**src/flash_port_pkg.sv**
```systemverilog
// Constants for the flash bank port and power control logic
package flash_port_pkg;
	localparam logic [7:0] BANK_PORT_ADDR       = 8'h98;
	localparam logic [7:0] POWER_CTRL_ADDR      = 8'h87;
	localparam logic [7:0] MEM_SERIAL_CMD_ADDR  = 8'ha9;
	localparam logic [7:0] BANK_PORT_RESET      = 8'h1e;
	localparam logic [7:0] POWER_CTRL_RESET     = 8'h00;
	localparam logic [7:0] MEM_SERIAL_CMD_RESET = 8'h00;
	localparam int PORT_BITS     = 6;
	localparam int BANK_SEL_W    = 3;
	localparam int ALT0_BIT      = 0;
	localparam int SCLK_BIT      = 1;
	localparam int SDOUT_BIT     = 2;
	localparam int CHIP_EN_BIT   = 3;
	localparam int SDIN_BIT      = 4;
	localparam int GPC_BIT       = 5;
	localparam int LOW_ACT_BIT   = 0;
	localparam int PWRDOWN_BIT   = 1;
	localparam int GFLAG0_BIT    = 2;
	localparam int GFLAG1_BIT    = 3;
	localparam int WDT_LOAD_BIT  = 4;
	localparam int AUX_DIS_BIT   = 6;
	localparam int MCB_ON_BIT    = 3;
	localparam int EXT_ADDR_W    = 16;
	localparam int FLASH_ADDR_W  = EXT_ADDR_W + BANK_SEL_W;
	localparam int AUX_RAM_BYTES = 512;
endpackage

```
**src/ext_strobe_gate.sv**
```systemverilog
// Flash address forming and read/write strobe gating for external moves
`timescale 1ns/1ns
module ext_strobe_gate #(
	parameter int EXT_W     = 16,
	parameter int BANK_W    = 3,
	parameter int AUX_BYTES = 512
) (
	input  wire logic [EXT_W-1:0]        i_ext_addr,
	input  wire logic [BANK_W-1:0]       i_bank_sel,
	input  wire logic                    i_external_move_instr,
	input  wire logic                    i_aux_ram_disable,
	input  wire logic                    i_rd_n,
	input  wire logic                    i_wr_n,
	output logic      [EXT_W+BANK_W-1:0] o_flash_addr,
	output logic                         o_rd_n,
	output logic                         o_wr_n,
	output logic                         o_aux_ram_sel
);
	if (AUX_BYTES < 1 || AUX_BYTES > (1 << EXT_W)) begin : bad_aux_size
		$error("AUX_BYTES does not fit the external address space");
	end

	localparam logic [EXT_W-1:0] AUX_LIMIT = EXT_W'(AUX_BYTES);

	always_comb begin
		o_flash_addr  = {i_bank_sel, i_ext_addr};
		// Lower block goes to the on-chip RAM unless disabled; upper is always external
		o_aux_ram_sel = i_external_move_instr && !i_aux_ram_disable
			&& (i_ext_addr < AUX_LIMIT);
		o_rd_n        = i_rd_n | o_aux_ram_sel;
		o_wr_n        = i_wr_n | o_aux_ram_sel;
	end
endmodule // ext_strobe_gate

```
**src/flash_bank_port_and_power_control.sv**
```systemverilog
// Bank port and power control registers with flash pin multiplexing
`timescale 1ns/1ns
module flash_bank_port_and_power_control #(
	parameter int PORT_W = 6,
	parameter int BANK_W = 3
) (
	input  wire logic                                i_clock,
	input  wire logic                                i_sys_rst,
	input  wire logic [7:0]                          i_sfr_addr,
	input  wire logic                                i_sfr_wr,
	input  wire logic [7:0]                          i_sfr_wdata,
	output logic      [7:0]                          o_sfr_rdata,
	output logic                                     o_sfr_hit,
	input  wire logic [flash_port_pkg::EXT_ADDR_W-1:0] i_ext_addr,
	input  wire logic                                i_external_move_instr,
	input  wire logic                                i_rd_n,
	input  wire logic                                i_wr_n,
	input  wire logic                                i_wdt_loaded,
	input  wire logic                                i_wake_event,
	input  wire logic                                i_shift_busy,
	input  wire logic                                i_gp_clock_output,
	input  wire logic                                i_alt_bit0_output,
	input  wire logic                                i_serial_flash_clk,
	input  wire logic                                i_serial_flash_dout,
	input  wire logic [PORT_W-1:0]                   i_port_in,
	output logic      [PORT_W-1:0]                   o_port_out,
	output logic      [PORT_W-1:0]                   o_port_oe_n,
	output logic                                     o_serial_flash_din,
	output logic [flash_port_pkg::FLASH_ADDR_W-1:0]  o_flash_addr,
	output logic                                     o_rd_n,
	output logic                                     o_wr_n,
	output logic                                     o_aux_ram_sel,
	output logic                                     o_serial_mode,
	output logic                                     o_watchdog_load_enable,
	output logic                                     o_powerdown_select,
	output logic                                     o_low_activity_select
);
	import flash_port_pkg::*;

	if (PORT_W != PORT_BITS || BANK_W != BANK_SEL_W) begin : bad_params
		$error("port and bank widths are fixed by the register layout");
	end

	typedef struct packed {
		logic [PORT_W-1:0] bank_port_reg;
		logic [7:0]        power_control_reg;
		logic [7:0]        memory_serial_command_reg;
	} regs_t;

	regs_t state;
	regs_t next_state;

	function automatic logic [7:0] read_mux(input logic [7:0] addr, input regs_t r);
		logic [7:0] val;
		val = 8'h00;
		case (addr)
			BANK_PORT_ADDR:      val = {2'b00, r.bank_port_reg};
			POWER_CTRL_ADDR:     val = r.power_control_reg;
			MEM_SERIAL_CMD_ADDR: val = r.memory_serial_command_reg;
			default:             val = 8'h00;
		endcase
		return val;
	endfunction

	function automatic logic is_mapped(input logic [7:0] addr);
		return (addr == BANK_PORT_ADDR) || (addr == POWER_CTRL_ADDR)
			|| (addr == MEM_SERIAL_CMD_ADDR);
	endfunction

	logic wr_bank;
	logic wr_power;
	logic wr_cmd;

	always_comb begin
		wr_bank  = i_sfr_wr && (i_sfr_addr == BANK_PORT_ADDR);
		wr_power = i_sfr_wr && (i_sfr_addr == POWER_CTRL_ADDR);
		wr_cmd   = i_sfr_wr && (i_sfr_addr == MEM_SERIAL_CMD_ADDR);
		next_state = state;
		// Hardware clears act first so a same-cycle software write wins
		if (i_wdt_loaded) begin
			next_state.power_control_reg[WDT_LOAD_BIT] = 1'b0;
		end
		if (i_wake_event) begin
			next_state.power_control_reg[PWRDOWN_BIT] = 1'b0;
			next_state.power_control_reg[LOW_ACT_BIT] = 1'b0;
		end
		if (wr_bank) begin
			next_state.bank_port_reg = i_sfr_wdata[PORT_W-1:0];
		end
		if (wr_power) begin
			next_state.power_control_reg = i_sfr_wdata;
		end
		if (wr_cmd) begin
			next_state.memory_serial_command_reg = i_sfr_wdata;
		end
	end

	always_ff @(posedge i_clock or posedge i_sys_rst) begin
		if (i_sys_rst) begin
			state.bank_port_reg             <= BANK_PORT_RESET[PORT_W-1:0];
			state.power_control_reg         <= POWER_CTRL_RESET;
			state.memory_serial_command_reg <= MEM_SERIAL_CMD_RESET;
		end else begin
			state <= next_state;
		end
	end

	always_comb begin
		o_sfr_rdata            = read_mux(i_sfr_addr, state);
		o_sfr_hit              = is_mapped(i_sfr_addr);
		o_serial_mode          = state.memory_serial_command_reg[MCB_ON_BIT];
		o_watchdog_load_enable = state.power_control_reg[WDT_LOAD_BIT];
		o_powerdown_select     = state.power_control_reg[PWRDOWN_BIT];
		o_low_activity_select  = state.power_control_reg[LOW_ACT_BIT];
		o_serial_flash_din     = i_port_in[SDIN_BIT];
	end

	ext_strobe_gate #(
		.EXT_W     (EXT_ADDR_W),
		.BANK_W    (BANK_W),
		.AUX_BYTES (AUX_RAM_BYTES)
	) u_strobe (
		.i_ext_addr            (i_ext_addr),
		.i_bank_sel            (state.bank_port_reg[BANK_W-1:0]),
		.i_external_move_instr (i_external_move_instr),
		.i_aux_ram_disable     (state.power_control_reg[AUX_DIS_BIT]),
		.i_rd_n                (i_rd_n),
		.i_wr_n                (i_wr_n),
		.o_flash_addr          (o_flash_addr),
		.o_rd_n                (o_rd_n),
		.o_wr_n                (o_wr_n),
		.o_aux_ram_sel         (o_aux_ram_sel)
	);

	// Bit 3 is a plain latch pin that gates the flash chip enable
	port_pin_driver #(
		.WIDTH (PORT_W)
	) u_pins (
		.i_latch             (state.bank_port_reg),
		.i_serial_mode       (o_serial_mode),
		.i_shift_busy        (i_shift_busy),
		.i_gp_clock_output   (i_gp_clock_output),
		.i_alt_bit0_output   (i_alt_bit0_output),
		.i_serial_flash_clk  (i_serial_flash_clk),
		.i_serial_flash_dout (i_serial_flash_dout),
		.o_pin_out           (o_port_out),
		.o_pin_oe_n          (o_port_oe_n)
	);
endmodule // flash_bank_port_and_power_control

```
**src/port_pin_driver.sv**
```systemverilog
// Port pin drivers with alternative functions ANDed onto the port latch
`timescale 1ns/1ns
module port_pin_driver #(
	parameter int WIDTH = 6
) (
	input  wire logic [WIDTH-1:0] i_latch,
	input  wire logic             i_serial_mode,
	input  wire logic             i_shift_busy,
	input  wire logic             i_gp_clock_output,
	input  wire logic             i_alt_bit0_output,
	input  wire logic             i_serial_flash_clk,
	input  wire logic             i_serial_flash_dout,
	output logic      [WIDTH-1:0] o_pin_out,
	output logic      [WIDTH-1:0] o_pin_oe_n
);
	import flash_port_pkg::*;

	if (WIDTH != PORT_BITS) begin : bad_width
		$error("port width must match the implemented port bits");
	end

	logic serial_live;

	always_comb begin
		serial_live = i_serial_mode && i_shift_busy;
		o_pin_out   = i_latch;
		o_pin_oe_n  = '0;
		o_pin_out[ALT0_BIT] = i_latch[ALT0_BIT] & i_alt_bit0_output;
		o_pin_out[GPC_BIT]  = i_latch[GPC_BIT] & i_gp_clock_output;
		if (i_serial_mode) begin
			// Idle engine holds clock and data low once switched on
			o_pin_out[SCLK_BIT]  = i_latch[SCLK_BIT] & i_serial_flash_clk & serial_live;
			o_pin_out[SDOUT_BIT] = i_latch[SDOUT_BIT] & i_serial_flash_dout & serial_live;
			// Open drain: drive only a low level
			o_pin_oe_n[SCLK_BIT]  = o_pin_out[SCLK_BIT];
			o_pin_oe_n[SDOUT_BIT] = o_pin_out[SDOUT_BIT];
			o_pin_oe_n[SDIN_BIT]  = 1'b1;
		end
	end
endmodule // port_pin_driver

```
**config.mk**
```make
export PLATFORM = sky130hd
export DESIGN_NAME = flash_bank_port_and_power_control
export DESIGN_NICKNAME = d
export VERILOG_FILES = /design/src/flash_port_pkg.sv /design/src/ext_strobe_gate.sv /design/src/flash_bank_port_and_power_control.sv /design/src/port_pin_driver.sv
export SDC_FILE = /design/constraint.sdc
export NUM_CORES = 1
export LEC_CHECK = 0
export BUFFER_PORTS_ARGS = -buffer_cell sky130_fd_sc_hd__buf_4
export CAP_MARGIN = 20
export CORE_UTILIZATION = 44
export CTS_BUF_LIST = sky130_fd_sc_hd__clkbuf_4 sky130_fd_sc_hd__clkbuf_8 sky130_fd_sc_hd__clkbuf_16
export CTS_CLUSTER_DIAMETER = 200
export CTS_CLUSTER_SIZE = 28
export DETAILED_ROUTE_END_ITERATION = 16
export GPL_ROUTABILITY_DRIVEN = 1
export PLACE_DENSITY = 0.85
export SLEW_MARGIN = 20
export SYNTH_ARGS = -nofsm -noshare
export SYNTH_HDL_FRONTEND = slang
export SYNTH_SLANG_ARGS = --single-unit
```
**constraint.sdc**
```tcl
create_clock -name i_clock -period 3.4 [get_ports i_clock]
set_input_delay 0.68 -clock i_clock [delete_from_list [all_inputs] [get_ports i_clock]]
set_output_delay 0.68 -clock i_clock [all_outputs]
set_load 0.005 [all_outputs]
```
==> impl_metrics.ini <==
[timing]
layout_setup_ws_ns = 0.7250
tns_ns = 0
skew_ns = 0
slew_headroom_pct = 46.87
setup_viol = 0
hold_violations = 0
max_freq_ghz = 0.3738
rsz0062_at_grt = no
finalCritPeriodShare_pct = 78.68
worstMarginPinSlew_ns = 0.7961
final_max_slew_viol_count = 0
fin_hold_ws_ns = 0.5090
period_minus_slack_ns = 2.675

[worst_setup_path]
required_ns = 2.72
crit_start = i_sfr_addr[6]
rr_startpoint = o_low_activity_select$_DFFE_PP0P_
worstPathMaxFanout = 9
start_kind = input pin
arrival_ns = 1.99
end_kind = primary output
critPathKind = input pin to primary output

[drt]
dr.pass1.iters = 4
via_per_inst = 5.136
drt.antenna.violating_nets = 0
route.vias.total = 1099
dr.first_iter.drc_count = 37
routed_wl_um = 3210
drc_errors = 0
wl_per_cell_um = 15.00

[clocking]
post_cts_resized = 0
hold_buffers = 0
cts_tree = yes
clk_latency_ns = 0.31
clockBufferDepth = 2
cts.sinks = 22
cts_buffers = 3
root_buffer = clkbuf_4
htreeDepth = 1
post_cts_buffers = 0
path_clk_slew_ns = 0.12

[place]
hpwl_um = 2532
place_ws_ns = 0.7349
globalplace.congestion = 0.7363
portBuffers = 70
dpl.cell_count = 210

[grt]
overflow = 0
grt_max_degree = 23
antenna_found_initial = 0
grt_pass1_vias = 1042
globalRouteTotalUtil_pct = 19.55
grt_pass1_wl_um = 4995

[floorplanning]
die_w_um = 58.29
die_area_um2 = 3397
rows = 20
die_y_um = 58.29
ios = 99
initial_core_util_pct = 46.03
core_area_um2 = 3028

[synthesis]
synth_flop_cell = dfrtp_1
ys_seq_area_share_pct = 39.86
synthMuxAreaShare_pct = 17.77
synth-xor-area-share_pct = 0
ys_warn_count = 0
syn_avg_cell_area_um2 = 11.42
ys_types = 27
syn-cell-area_um2 = 1394
async_reset_ff_share_pct = 100.0
yosys.area_share.simple_pct = 19.30
synth_top_family_by_area = simple AND/OR/NAND/NOR gates
synthCells = 122
ys_seq_elements = 22
synth_edf_count = 0
synthAdderAreaFrac_pct = 0
synth_compound_area_share_pct = 6.373

[final_layout]
final_nets = 222
fillers = 256
final_layout_size_suffix_gt1_share_pct = 61.18
diodes = 0
stdcell_count = 214
area_growth_pct = 30.34

[hold_path]
hp-class = input pin to asynchronous set/reset pin

[status]
outcome = finished clean

[power]
ir_drop_v = 0.0003967
power_w = 0.0005620
leakage_nw = 1.039
power_density_nw_per_um2 = 309.3

[flow_run]
drv_cap = 0
-- sequential cells by signal (all words and copies together), names as in the netlist --
name	count
state	18
o_low_activity_select	1
o_powerdown_select	1
o_serial_mode	1
o_watchdog_load_enable	1
-- cell usage in the layout, fill, tap and decap left out, drive strengths merged, types with 2 or more instances in the layout --
cell / n
a211o: 3
a21o: 2
a221o: 3
a22o: 2
and2: 4
and3: 9
and4: 2
and4bb: 3
buf: 70
clkbuf: 3
conb: 3
dfrtp: 18
dfstp: 4
inv: 3
mux2: 22
nand2b: 2
nand3: 3
nor2b: 5
nor3b: 2
-- routing by layer --
layer / global-route usage, % / vias up / share of wire, %
met4: 7.823 / 0 / 2.5
met3: 2.455 / 13 / 7.9
met2: 35.63 / 57 / 51
met5: 0 / - / 0
met1: 23.18 / 523 / 38
li1: - / 506 / -
-- critical path, stage by stage --
cell,delay [ns]
buf_4,0.11
and4bb_1,0.39
and4b_1,0.48
a221o_1,0.23
buf_4,0.11
-- path summary, 6_finish.rpt --
| check | endpoint | slack, ns | depth (start not counted) |
|---|---|---|---|
| worst max register to register | o_low_activity_select$_DFFE_PP0P_ | 2.49 | 2 |
| worst min register to register | state[2]$_DFFE_PP0P_ | 0.51 | 1 |
| worst min-delay path | state[7]$_DFFE_PP0P_ | 0.51 | 2 |
| min in group i_clock | state[2]$_DFFE_PP0P_ | 0.51 | 1 |
| max in group asynchronous | state[14]$_DFFE_PP0P_ | 2.40 | 2 |
| worst max-delay path | o_sfr_rdata[4] | 0.73 | 5 |
-- per-stage QoR --
step / area (um^2) / util [%]
6_report: 1817 / 60.00
5_1_grt: 1817 / 60.00
4_1_cts: 1817 / 60.00
3_5_place_dp: 1764 / 58.26
3_3_place_gp: 1764 / 58.26
2_1_floorplan: 1401 / -
-- layout make-up --
type                       count  area (um^2)  area share, %
multi-input combinational     71        616.8          33.95
sequential                    22        555.5          30.58
timing repair buffer          70        525.5          28.93
tap                           44        55.05          3.030
clock inverter                 1        30.03          1.653
clock buffer                   3        22.52          1.240
inverter                       3        11.26         0.6198
-- synth_stat cells, types with 2 or more instances --
| cell type | n | area (um^2) |
|---|---|---|
| and4_1 | 2 | 17.52 |
| a221o_1 | 3 | 30.03 |
| dfstp_2 | 4 | 105.1 |
| a211o_1 | 3 | 26.28 |
| and3_1 | 9 | 56.30 |
| nor2b_1 | 5 | 31.28 |
| a21o_1 | 2 | 15.01 |
| a22o_1 | 2 | 17.52 |
| and4bb_1 | 2 | 25.02 |
| inv_1 | 3 | 11.26 |
| nand3_1 | 2 | 10.01 |
| mux2_2 | 22 | 247.7 |
| nor3b_1 | 2 | 15.01 |
| and2_1 | 4 | 25.02 |
| nand2b_1 | 2 | 12.51 |
| dfrtp_1 | 18 | 450.4 |
| buf_6 | 2 | 22.52 |
| buf_4 | 26 | 195.2 |
-- cell families after synthesis --
logic type,Yosys count
multiplexers,22
AND/OR/NAND/NOR,36
flip-flops,22
buffers and inverters,31
AO/OA/AOI/OAI,10
other,1
-- power by group --
group	total [W]	internal [W]	switching [W]
registers	0.000282	0.000274	0.00000737
logic	0.0000833	0.0000528	0.0000305
clock network	0.000197	0.000119	0.0000778
No activity file was read; power rests on OpenSTA's default activity.
